`src/design/ilcf_map.svh`:
```
/*
 Register offsets, flag positions, reset values and timing counts of the
 link control and fairness block. Included by the package and by every
 design file that reads the constants; the guard keeps one copy.
*/
`ifndef ILCF_MAP_SVH
`define ILCF_MAP_SVH

`define ILCF_ADDR_W        8
`define ILCF_ADDR_FAIR     8'hDC
`define ILCF_ADDR_SET      8'hE0
`define ILCF_ADDR_CLR      8'hE4

`define ILCF_B_SRC         22
`define ILCF_B_MASTER      21
`define ILCF_B_CTEN        20
`define ILCF_B_PHYPKT      10
`define ILCF_B_SELFID      9
`define ILCF_B_SFLOCK      6

`define ILCF_FAIR_W        8
`define ILCF_FAIR_RST      8'h00
`define ILCF_ZERO32        32'h0000_0000
`define ILCF_IR_CTX        4

`define ILCF_SYS_KHZ       200000
`define ILCF_CYC_KHZ       24576
`define ILCF_CYCLE_US      125
`define ILCF_CYCLE_TICKS   ((`ILCF_CYCLE_US * `ILCF_CYC_KHZ) / 1000)
`define ILCF_OFS_W         12
`define ILCF_ACC_W         18

`endif

```
`src/design/ilcf_pkg.sv`:
```
/*
 Types shared by the link control block and its cycle timer.
 Assumes the constant header is on the include path.
*/
`include "ilcf_map.svh"

package ilcf_pkg;

   typedef struct packed {
      logic src;
      logic master;
      logic cten;
      logic phypkt;
      logic selfid;
      logic sflock;
   } ilcf_flags_t;

   typedef struct packed {
      logic [`ILCF_ADDR_W-1:0] addr;
      logic [31:0]             wdata;
      logic                    wr;
      logic                    rd;
   } ilcf_bus_req_t;

   typedef struct packed {
      logic [`ILCF_ACC_W-1:0] acc;
      logic [`ILCF_OFS_W-1:0] offset;
      logic                   rollover;
   } ilcf_tmr_t;

   typedef struct packed {
      ilcf_flags_t               flags;
      logic [`ILCF_FAIR_W-1:0]   fair_limit;
      logic [`ILCF_FAIR_W-1:0]   fair_count;
      logic                      pri_req;
      logic [31:0]               rdata;
      logic                      ext_s1;
      logic                      ext_s2;
      logic                      ext_prev;
      logic                      ivl_s1;
      logic                      ivl_s2;
      logic                      ivl_prev;
      logic                      store_phy;
      logic                      store_selfid;
      logic                      cs_tx;
      logic [`ILCF_IR_CTX-1:0]   ir_filt;
   } ilcf_top_t;

endpackage

```
`src/design/ilcf_cycle_timer.sv`:
```
/*
 Cycle offset counter of the link. Derives the 24.576 MHz count rate from
 the 200 MHz clock by a fractional accumulator and rolls over either on its
 own count or on a synchronised external cycle event.
 Assumes all inputs are already in the clock domain.
*/
`timescale 1ns/1ps
`default_nettype none
`include "ilcf_map.svh"

module ilcf_cycle_timer
   import ilcf_pkg::*;
(
   input  wire logic                   clock,
   input  wire logic                   rst_n,
   input  wire logic                   count_en,
   input  wire logic                   ext_sel,
   input  wire logic                   ext_event,
   input  wire logic                   load,
   input  wire logic [`ILCF_OFS_W-1:0] load_offset,
   output logic      [`ILCF_OFS_W-1:0] offset,
   output logic                        rollover
);
   import ilcf_pkg::*;

   localparam logic [`ILCF_ACC_W-1:0] STEP = `ILCF_ACC_W'(`ILCF_CYC_KHZ);
   localparam logic [`ILCF_ACC_W-1:0] MODV = `ILCF_ACC_W'(`ILCF_SYS_KHZ);
   localparam logic [`ILCF_OFS_W-1:0] LAST = `ILCF_OFS_W'(`ILCF_CYCLE_TICKS - 1);

   ilcf_tmr_t q;
   ilcf_tmr_t next_q;

   // The accumulator ticks 24576 times per 200000 clocks, so the average
   // count rate is exact; single ticks jitter by one system clock.
   always_comb begin
      logic [`ILCF_ACC_W:0] sum;
      logic                 tick;
      sum = {1'b0, q.acc} + {1'b0, STEP};
      tick = 1'b0;
      next_q = q;
      next_q.rollover = 1'b0;
      if (sum >= {1'b0, MODV}) begin
         next_q.acc = `ILCF_ACC_W'(sum - {1'b0, MODV});
         tick = 1'b1;
      end else begin
         next_q.acc = sum[`ILCF_ACC_W-1:0];
      end
      if (load) begin
         next_q.offset = load_offset;
      end else if (count_en) begin
         if (ext_sel) begin
            if (ext_event) begin
               next_q.offset = '0;
               next_q.rollover = 1'b1;
            end else if (tick && q.offset != LAST) begin
               next_q.offset = q.offset + `ILCF_OFS_W'(1);
            end
         end else if (tick) begin
            if (q.offset == LAST) begin
               next_q.offset = '0;
               next_q.rollover = 1'b1;
            end else begin
               next_q.offset = q.offset + `ILCF_OFS_W'(1);
            end
         end
      end
   end

   always_ff @(posedge clock or negedge rst_n) begin
      if (!rst_n) begin
         q <= '0;
      end else begin
         q <= next_q;
      end
   end

   assign offset = q.offset;
   assign rollover = q.rollover;

endmodule

`default_nettype wire

```
`src/design/ilcf_link_control.sv`:
```
/*
 Link control and fairness register bank of a 1394 link layer: the priority
 request limit per fairness interval, the set/clear link flags and the
 receive, cycle timer and sync filter controls that those flags steer.
 Assumes a single 200 MHz clock, a plain register port and that rst_n is
 the global reset. Only ext_cycle_in and fair_interval_start are synchronised here.
*/
`timescale 1ns/1ps
`default_nettype none
`include "ilcf_map.svh"

module ilcf_link_control
   import ilcf_pkg::*;
(
   input  wire logic                    clock,
   input  wire logic                    rst_n,
   input  wire logic [`ILCF_ADDR_W-1:0] reg_addr,
   input  wire logic [31:0]             reg_wdata,
   input  wire logic                    reg_wr,
   input  wire logic                    reg_rd,
   output logic      [31:0]             reg_rdata,
   input  wire logic                    cycle_overrun_event,
   input  wire logic                    ext_cycle_in,
   input  wire logic                    fair_interval_start,
   input  wire logic                    async_req_pending,
   input  wire logic                    pri_arb_grant,
   output logic                         pri_arb_req,
   input  wire logic                    cycle_start_rcvd,
   input  wire logic [`ILCF_OFS_W-1:0]  cycle_start_offset,
   output logic                         cycle_start_tx,
   output logic      [`ILCF_OFS_W-1:0]  cycle_offset,
   input  wire logic                    async_receive_req_en,
   input  wire logic                    rx_phy_pkt,
   input  wire logic                    rx_selfid_pkt,
   output logic                         store_phy_pkt,
   output logic                         store_selfid_pkt,
   input  wire logic [`ILCF_IR_CTX-1:0] ir_sync_tag_filter_raw,
   output logic      [`ILCF_IR_CTX-1:0] ir_sync_tag_filter,
   output logic                         rollover_source_sel,
   output logic                         root_cycle_generator_en,
   output logic                         cycle_offset_count_en,
   output logic                         accept_phy_packets,
   output logic                         accept_selfid_packets,
   output logic                         sync_filter_force
);
   import ilcf_pkg::*;

   ilcf_top_t     q;
   ilcf_top_t     next_q;
   ilcf_bus_req_t bus;
   logic [31:0]   flag_image;
   logic          ext_event;
   logic          ivl_event;
   logic          tmr_rollover;
   logic          tmr_load;

   // Last offset before the internal wrap; the timer keeps its own copy, the checks below use this one.
   localparam logic [`ILCF_OFS_W-1:0] LAST_OFS = `ILCF_OFS_W'(`ILCF_CYCLE_TICKS - 1);

   assign bus = '{addr: reg_addr, wdata: reg_wdata, wr: reg_wr, rd: reg_rd};

   // Both the set and the clear address return this image.
   always_comb begin
      flag_image = `ILCF_ZERO32;
      flag_image[`ILCF_B_SRC] = q.flags.src;
      flag_image[`ILCF_B_MASTER] = q.flags.master;
      flag_image[`ILCF_B_CTEN] = q.flags.cten;
      flag_image[`ILCF_B_PHYPKT] = q.flags.phypkt;
      flag_image[`ILCF_B_SELFID] = q.flags.selfid;
      flag_image[`ILCF_B_SFLOCK] = q.flags.sflock;
   end

   // Edges are taken from the second synchroniser stage only.
   assign ext_event = q.ext_s2 & ~q.ext_prev;
   assign ivl_event = q.ivl_s2 & ~q.ivl_prev;

   // A received cycle start only steers the timer when another node is root.
   assign tmr_load = cycle_start_rcvd & ~q.flags.master;

   ilcf_cycle_timer ilcf_cycle_timer_inst (
      .clock       (clock),
      .rst_n       (rst_n),
      .count_en    (q.flags.cten),
      .ext_sel     (q.flags.src),
      .ext_event   (ext_event),
      .load        (tmr_load),
      .load_offset (cycle_start_offset),
      .offset      (cycle_offset),
      .rollover    (tmr_rollover)
   );

   always_comb begin
      next_q = q;
      next_q.ext_s1 = ext_cycle_in;
      next_q.ext_s2 = q.ext_s1;
      next_q.ext_prev = q.ext_s2;
      next_q.ivl_s1 = fair_interval_start;
      next_q.ivl_s2 = q.ivl_s1;
      next_q.ivl_prev = q.ivl_s2;

      next_q.rdata = `ILCF_ZERO32;
      if (bus.rd) begin
         case (bus.addr)
            `ILCF_ADDR_FAIR: begin
               next_q.rdata = {24'h00_0000, q.fair_limit};
            end
            `ILCF_ADDR_SET, `ILCF_ADDR_CLR: begin
               next_q.rdata = flag_image;
            end
            default: begin
               next_q.rdata = `ILCF_ZERO32;
            end
         endcase
      end

      if (bus.wr) begin
         case (bus.addr)
            `ILCF_ADDR_FAIR: begin
               next_q.fair_limit = bus.wdata[`ILCF_FAIR_W-1:0];
            end
            `ILCF_ADDR_SET: begin
               next_q.flags.src = q.flags.src | bus.wdata[`ILCF_B_SRC];
               next_q.flags.cten = q.flags.cten | bus.wdata[`ILCF_B_CTEN];
               next_q.flags.phypkt = q.flags.phypkt | bus.wdata[`ILCF_B_PHYPKT];
               next_q.flags.selfid = q.flags.selfid | bus.wdata[`ILCF_B_SELFID];
               next_q.flags.sflock = q.flags.sflock | bus.wdata[`ILCF_B_SFLOCK];
               if (!cycle_overrun_event) begin
                  next_q.flags.master = q.flags.master | bus.wdata[`ILCF_B_MASTER];
               end
            end
            `ILCF_ADDR_CLR: begin
               next_q.flags.src = q.flags.src & ~bus.wdata[`ILCF_B_SRC];
               next_q.flags.master = q.flags.master & ~bus.wdata[`ILCF_B_MASTER];
               next_q.flags.cten = q.flags.cten & ~bus.wdata[`ILCF_B_CTEN];
               next_q.flags.phypkt = q.flags.phypkt & ~bus.wdata[`ILCF_B_PHYPKT];
               next_q.flags.selfid = q.flags.selfid & ~bus.wdata[`ILCF_B_SELFID];
               // The lock flag ignores the clear address.
            end
            default: begin
            end
         endcase
      end

      // The hardware clear comes last, so a set in the same cycle cannot race it.
      if (cycle_overrun_event) begin
         next_q.flags.master = 1'b0;
      end

      // A request stays up until granted; a new interval restarts the count.
      if (ivl_event) begin
         next_q.fair_count = '0;
      end
      if (q.pri_req) begin
         if (pri_arb_grant) begin
            next_q.pri_req = 1'b0;
         end
      end else if (async_req_pending && !ivl_event && q.fair_count < q.fair_limit) begin
         next_q.pri_req = 1'b1;
         next_q.fair_count = q.fair_count + `ILCF_FAIR_W'(1);
      end

      // The cycle start trails the wrap by one cycle and uses the flag of that cycle.
      next_q.cs_tx = tmr_rollover & q.flags.master;
      next_q.store_phy = rx_phy_pkt & q.flags.phypkt & async_receive_req_en;
      next_q.store_selfid = rx_selfid_pkt & q.flags.selfid;
      next_q.ir_filt = ir_sync_tag_filter_raw | {`ILCF_IR_CTX{q.flags.sflock}};
   end

   always_ff @(posedge clock or negedge rst_n) begin
      if (!rst_n) begin
         q <= '0;
      end else begin
         q <= next_q;
      end
   end

   assign reg_rdata = q.rdata;
   assign pri_arb_req = q.pri_req;
   assign cycle_start_tx = q.cs_tx;
   assign store_phy_pkt = q.store_phy;
   assign store_selfid_pkt = q.store_selfid;
   assign ir_sync_tag_filter = q.ir_filt;
   assign rollover_source_sel = q.flags.src;
   assign root_cycle_generator_en = q.flags.master;
   assign cycle_offset_count_en = q.flags.cten;
   assign accept_phy_packets = q.flags.phypkt;
   assign accept_selfid_packets = q.flags.selfid;
   assign sync_filter_force = q.flags.sflock;
endmodule

`default_nettype wire

```
`config.mk`:
```
export PLATFORM = sky130hd
export DESIGN_NAME = ilcf_link_control
export DESIGN_NICKNAME = d
export VERILOG_FILES = /design/src/design/ilcf_pkg.sv /design/src/design/ilcf_cycle_timer.sv /design/src/design/ilcf_link_control.sv
export VERILOG_INCLUDE_DIRS = /design/src /design/src/design
export SDC_FILE = /design/constraint.sdc
export NUM_CORES = 1
export LEC_CHECK = 0
export BUFFER_PORTS_ARGS = -buffer_cell sky130_fd_sc_hd__buf_2
export CAP_MARGIN = 10
export CORE_UTILIZATION = 40
export DETAILED_ROUTE_END_ITERATION = 10
export GPL_ROUTABILITY_DRIVEN = 0
export GPL_TIMING_DRIVEN = 0
export PLACE_DENSITY = 0.61
export SYNTH_ARGS = -nofsm -noshare
export SYNTH_HDL_FRONTEND = slang
export SYNTH_SLANG_ARGS = --single-unit
```
`constraint.sdc`:
```
create_clock -name clock -period 2.8 [get_ports clock]
set_input_delay 0.14 -clock clock [delete_from_list [all_inputs] [get_ports clock]]
set_output_delay 0.14 -clock clock [all_outputs]
set_load 0.005 [all_outputs]
```
## Yosys cells after proc, flatten, opt, wreduce, memory -nomap -nowiden

Cells that the tools add are included.

- Register bits: 99
- Bits in latches: 0
- Memory bits (writable): 0
- Bits in read-only memories: 0
- Input bits: 69
- Output and inout bits: 58
- Logic and storage cells: 102
- Memories: 0

- Add/sub/neg operators: 4
- Multipliers: 0
- Div/mod/pow operators: 0
- Order comparisons: 2
- Equal/unequal tests: 6
- Shift operators: 0
- Multiplexer cells: 25
- Bitwise operators: 27
- Reduce and logical (&&, ||, !) cells: 15

Operator list:

| kind | number |
|---|---|
| 13-bit two-way mux | 4 |
| 12-bit two-way mux | 4 |
| 23-bit one-hot mux with 2 select lines | 1 |
| 32-bit two-way mux | 1 |
| 8-bit == test (second input constant) | 3 |
| 8-bit two-way mux | 3 |
| 18-bit by 15-bit adder with 19-bit output (second input constant) | 1 |
| 19-bit by 18-bit >= comparator with 1-bit output (second input constant) | 1 |
| 18-bit two-way mux | 1 |
| 18-bit subtractor (second input constant) | 1 |
| 12-bit by 1-bit adder with 12-bit output (second input constant) | 1 |
| 1-bit AND | 12 |
| 12-bit == test (second input constant) | 1 |
| 12-bit inequality test (second input constant) | 1 |
| 5-bit one-hot mux with 2 select lines | 1 |
| 1-bit two-way mux | 9 |
| 9-bit two-way mux | 1 |
| 8-bit by 1-bit adder with 8-bit output (second input constant) | 1 |
| 8-bit less-than comparator | 1 |
| 1-bit inverter | 8 |
| 2-bit AND reduction | 4 |
| 1-bit OR | 6 |
| 2-bit nonzero test | 3 |
| 3-bit nonzero test | 2 |
| 6 further kinds | 8 |

## Logic depth before layout (Yosys ltp)

- Depth in word-level cells: 9
- Gate-level depth with buffers: 10
- Mapped depth without buffers: 9

## Hierarchy

A second synthesis with hierarchy kept.

- Cell total of the unflattened synthesis: 400
- Area, all modules: 4160.2 um2

Modules (own cells, without submodules):

| module | times used | cells each | area an instance (um2) | seq. area each (um2) |
|---|---|---|---|---|
| ilcf_link_control | 1 | 199 | 2321.0 | 1226.2 |
| ilcf_cycle_timer | 1 | 201 | 1839.3 | 625.6 |

## Least setup slack after synthesis

Ideal clock, no wire load.

- Path kind: reg-to-reg
- Start: reg ilcf_cycle_timer_inst.q[26] (netlist bit)
- End: reg ilcf_cycle_timer_inst.q (netlist bit ilcf_cycle_timer_inst.offset[6])
- Library setup time: 0.082 ns
- Arrival time: 2.425 ns
- Required time: 2.718 ns
- Path slack: 0.294 ns
- Cell stages (with the launch flop): 11
- Path buffers: 1
- Period minus slack after synthesis: 2.506 ns
- Cells stage by stage: dfrtp_1 > inv_1 > ha_1 > nand3b_1 > o311ai_1 > o211ai_1 > and3_1 > buf_2 > nor4bb_1 > mux2_1 > a31oi_1

- Word-level cells in the longest chain between the ends: 6
- Elaborated cells between the ends (all ways): 7
- Those cells by class: add/sub (1); order compare (1); eq/ne (1); mux (1); reduce/logical (3)

Ends and longest elaborated chain:

| element | line | source |
|---|---|---|
| start, declared | ilcf_cycle_timer.sv:30 | `ilcf_tmr_t q;` |
| start signal, assigned | ilcf_cycle_timer.sv:73 | `q <= next_q;` |
| 18-bit by 15-bit adder with 19-bit output (*) | ilcf_cycle_timer.sv:38 | `sum = {1'b0, q.acc} + {1'b0, STEP};` |
| 19-bit by 18-bit >= comparator with 1-bit output (*) | ilcf_cycle_timer.sv:42 | `if (sum >= {1'b0, MODV}) begin` |
| 1-bit two-way mux (*) | ilcf_cycle_timer.sv:42 |  |
| 1-bit logical AND | ilcf_cycle_timer.sv:55 | `end else if (tick && q.offset != LAST) begin` |
| 4-bit by 1-bit inequality test with 1-bit output (no source line) | - |  |
| 3-bit AND reduction (no source line) (*) | - |  |

Every way passes the cells marked *; elsewhere a longest branch is shown, timed or not.
A chain may end at the register's enable or synchronous reset.

## Final worst setup path

- Start: reg ilcf_cycle_timer_inst.q (netlist bit ilcf_cycle_timer_inst.offset[0])
- End: reg ilcf_cycle_timer_inst.q (netlist bit ilcf_cycle_timer_inst.offset[5])

- Word-level cells in the longest chain between the ends: 6
- Elaborated cells between the ends (all ways): 13
- Those cells by class: add/sub (1); eq/ne (3); mux (7); reduce/logical (2)

Ends and longest elaborated chain:

| element | line | source |
|---|---|---|
| 12-bit by 1-bit adder with 12-bit output or 12-bit == test (tied branches) | ilcf_cycle_timer.sv:56, ilcf_cycle_timer.sv:63, ilcf_cycle_timer.sv:59 |  |
| 12-bit two-way mux (on tied branches) | ilcf_cycle_timer.sv:59, ilcf_cycle_timer.sv:55 |  |
| 13-bit two-way mux or 12-bit two-way mux (tied branches) | ilcf_cycle_timer.sv:58, ilcf_cycle_timer.sv:52 |  |
| 13-bit two-way mux | ilcf_cycle_timer.sv:51 | `if (ext_sel) begin` |
| 13-bit two-way mux | ilcf_cycle_timer.sv:50 | `end else if (count_en) begin` |
| 12-bit two-way mux | ilcf_cycle_timer.sv:48 | `if (load) begin` |

Several ways; a longest one is shown, not always the timed one. The select of a mux whose other input is x is not followed.

==> flow_summary.toml <==
[global_route]
wire_length_of_the_first_global_routing_pass_um = 14030
met1_track_usage_gr_pct = 23.45
global_route.usage.met3_pct = 3.953
global_route.overflow_total = 0
top_usage_layer = "met2"
globalRouteMet2Util_pct = 28.94
first_global_vias = 2960
antenna_violations_before_repair = 0
grt_usage_pct = 17.63
grt_max_degree = 52

[yosys]
ys_warn_count = 0
synth.most_common_cell = "sky130_fd_sc_hd__dfrtp_1"
biggest_area_consumer_among_synthesized_cells = "sky130_fd_sc_hd__dfrtp_1"
synth_top_cell_area_share_pct = 47.12
proportion_of_synthesized_chip_area_in_sequential_cells_pct = 47.12
synth_top_family_by_area = "simple AND/OR/NAND/NOR gates"
synth-edff-count = 0
post_synthesis_compound_gate_area_fraction_pct = 11.88
syn-cell-area_mm2 = 0.003930
synth_top_cells_by_area = "sky130_fd_sc_hd__dfrtp_1 (47%), sky130_fd_sc_hd__buf_4 (9.2%), sky130_fd_sc_hd__ha_1 (4.5%)"
post_synth_and_or_nand_nor_area_fraction_pct = 17.96
synth-seq-cells = 74
synth_flop_cell = "sky130_fd_sc_hd__dfrtp_1"
syn_inst = 390
asyncSetResetFlopFracSynth_pct = 100.0
synth_xor_xnor_area_share_pct = 2.674
netlist_top_cells_count = "sky130_fd_sc_hd__dfrtp_1 (74), sky130_fd_sc_hd__buf_4 (48), sky130_fd_sc_hd__nand2_1 (36), sky130_fd_sc_hd__nor2_1 (25), sky130_fd_sc_hd__inv_1 (19)"
synth.avg_cell_area_um2 = 10.08
post_synth_mux_area_share_pct = 4.107
synth_adder_area_share_pct = 4.457
post_synth_num_cell_types = 56

[cts]
tritoncts = "yes"
cts_root_buf = "sky130_fd_sc_hd__clkbuf_8"
tritoncts.num_buffers = 9
clk_pin_slew_worst_paths_ns = 0.08
clk_path_buf_depth = 2
num_clock_sinks = 74
clk-insertion-delay-late_ns = 0.34
htreeDepth = 3

[power]
power.share.clock_pct = 38.2
power_uw = 2460
peakVddDrop_uv = 292.3
sw_frac_of_total_pct = 25.28
relative_contribution_of_sequential_cells_to_total_power_pct = 48.1
internal-power_uw = 1838
total_leakage_power_uw = 0.002537
power_per_cell_area_mw_per_mm2 = 484.4
power.combinational.fraction_pct = 13.7
net-switching-power_uw = 621.7

[place]
detailed_place.area_mm2 = 0.004629
detailed_place_hpwl_um = 6223
placement.io_buffers = 88

[final_layout]
area_growth_syn_to_layout_pct = 29.19
final_layout_size_suffix_gt1_share_pct = 34.15
finished_layout_cell_area_mm2 = 0.005077
diodes = 0
layout.nets = 611

[critical_path]
crit_fanout = 6
worst_path_max_delay_cell = "sky130_fd_sc_hd__or3_4"
cp_top_family = "simple AND/OR/NAND/NOR gates"
ordered_list_of_cells_on_the_worst_path = "ha_1, nand4_2, or3_4, nor3b_2, nor2_1, a22oi_1, o2bb2ai_1, a211o_1"
critical_path_type = "reg2reg"
crit_buf_inv = 0
setup.worst_path.end_class = "flop"
crit_required_ns = 3.03
critical-path-max-stage-delay_ns = 0.45
worst-endpoint-arrival_ns = 2.81
critPathLaunchType = "flop"

[die]
coreArea_mm2 = 0.009371
fp.dieW_um = 101.1
boundaryPins = 127
effective_utilization_at_floorplan_pct = 41.94
num_rows = 35
die_height_um = 101.1
fp.dieArea_mm2 = 0.01023

[sta]
setup_viol = 0
worst-slew-pin-transition_ns = 0.6028
hold_viol_final = 0
timing.clock.skew_ns = 0.003980
final_critical_delay_including_setup_and_external_delays_ns = 2.580
timing.slew.headroom_pct = 59.66
finalSetupTns_ns = 0
grt_setup_unrepaired = "false"
finalMaxSlewViolations = 0
clock.fmax_mhz = 387.6
final_min_period_over_clock_period_pct = 92.14

[run]
cap_violations = 0

[route]
wl_um = 8467
vias_per_cell = 4.805
remaining_drc_errors = 0
avgRoutedWirePerCell_um = 12.79
drtPass1Iterations = 4
first_iter_violations = 154
detailroute.via_count = 3181
ant_nets = 0

[outcome]
status = "finished clean"

[hold_path]
hp-class = "in2reg"
==> metrics by stage <==
| stage | hold WS [ns] | setup WS (ns) | instances | util, % |
|---|---|---|---|---|
| finish | 0.02245 | 0.2201 | 662 | 54.18 |
| global route | 0.003980 | 0.02218 | 662 | 54.18 |
| CTS | 0.009240 | 0.05735 | 659 | 53.66 |
| detailed placement | 0.06445 | -0.01020 | 626 | 49.40 |
| global placement | 0.2484 | 0.0003353 | 625 | 49.08 |
| floorplan | -0.1556 | 0.2936 | 408 | - |
==> registers in the layout, indices dropped and copies added, names as in the netlist, named ones only <==
| signal | flops |
|---|---|
| reg_rdata | 13 |
| sync_filter_force | 1 |
| root_cycle_generator_en | 1 |
| pri_arb_req | 1 |
| ir_sync_tag_filter | 4 |
| next_q | 4 |
| store_selfid_pkt | 1 |
| ilcf_cycle_timer_inst.q | 12 |
| ilcf_cycle_timer_inst.rollover | 1 |
| store_phy_pkt | 1 |
| q | 18 |
| cycle_start_tx | 1 |
| ilcf_cycle_timer_inst.offset | 12 |
==> cells by family (layout without fill, tap and decap cells) <==
kind of cell / count (synthesis) / after routing
flip-flops: 74 / 74
adder cells (fa/ha/maj): 14 / 14
AND/OR/NAND/NOR: 136 / 136
XOR/XNOR: 12 / 12
AO/OA/AOI/OAI: 64 / 64
buffers and inverters: 74 / 199
multiplexers: 15 / 15
other: 1 / 19
==> cells in the final DEF (no fill, tap or decap), types with 4 or more instances in the layout <==
master and n:
sky130_fd_sc_hd__xor2_1 4, sky130_fd_sc_hd__xnor2_1 7, sky130_fd_sc_hd__nand3_1 13, sky130_fd_sc_hd__a21oi_1 10
sky130_fd_sc_hd__buf_4 52, sky130_fd_sc_hd__clkbuf_1 4, sky130_fd_sc_hd__or2_2 6, sky130_fd_sc_hd__nand4_1 5
sky130_fd_sc_hd__o211ai_1 9, sky130_fd_sc_hd__nor2_1 25, sky130_fd_sc_hd__a21o_1 7, sky130_fd_sc_hd__buf_2 89
sky130_fd_sc_hd__nand2_1 36, sky130_fd_sc_hd__nand2b_1 5, sky130_fd_sc_hd__mux2i_1 6, sky130_fd_sc_hd__and2_1 11
sky130_fd_sc_hd__nor3_1 12, sky130_fd_sc_hd__and3_1 4, sky130_fd_sc_hd__a221o_1 4, sky130_fd_sc_hd__conb_1 19
sky130_fd_sc_hd__o21ai_0 8, sky130_fd_sc_hd__mux2_2 8, sky130_fd_sc_hd__nand3b_1 5, sky130_fd_sc_hd__inv_1 19
sky130_fd_sc_hd__dlygate4sd3_1 17, sky130_fd_sc_hd__dfrtp_1 73, sky130_fd_sc_hd__ha_1 14, sky130_fd_sc_hd__clkbuf_8 10
==> power by group through the flow <==
stage	sequential, µW	combinational (µW)	clock (µW)
after floorplan	1190	198	0
after global placement	1200	312	0
after detailed placement	1200	322	0
after CTS	1180	340	971
after global routing	1190	381	1020
final	1180	337	939
==> worst paths after layout <==
check | start | end | slack [ns] | cells past startpoint
worst max-delay path | ilcf_cycle_timer_inst.offset[0] | ilcf_cycle_timer_inst.offset[5] | 0.22 | 8
worst min-delay path | reg_wdata[0] | q[54] | 0.02 | 2
worst max register to register | ilcf_cycle_timer_inst.offset[0] | ilcf_cycle_timer_inst.offset[5] | 0.22 | 8
worst min register to register | next_q[8] | next_q[7] | 0.35 | 0
max in group asynchronous | rst_n | ilcf_cycle_timer_inst.offset[5] | 2.02 | 3
min in group asynchronous | rst_n | store_selfid_pkt | 0.23 | 2
==> area by class of cell <==
cell class / count / area (µm²)
fill: 920 / 4294
sequential: 74 / 1853
multi-input combinational: 260 / 1712
timing repair buffer: 109 / 663.1
buffer: 55 / 389.1
tap: 129 / 161.4
clock buffer: 10 / 137.6
clock inverter: 6 / 90.09
inverter: 19 / 71.32
==> layer usage <==
metal	up-vias	wire length, µm	share of wire, %
li1	1570	-	-
met1	1529	3977	47
met2	76	4045	48
met3	6	368	4.3
met4	0	75	0.89
met5	-	0	0
==> repair_timing <==
| item | in CTS | in global routing |
|---|---|---|
| setup buffers | 0 | 3 |
| hold endpoints to repair | 38 | 0 |
| pin swaps | 0 | 1 |
| resized for setup | 1 | 4 |
| setup endpoints to repair | 1 | 10 |
| hold buffers | 17 | 0 |
(Power assumes the default switching activity.)
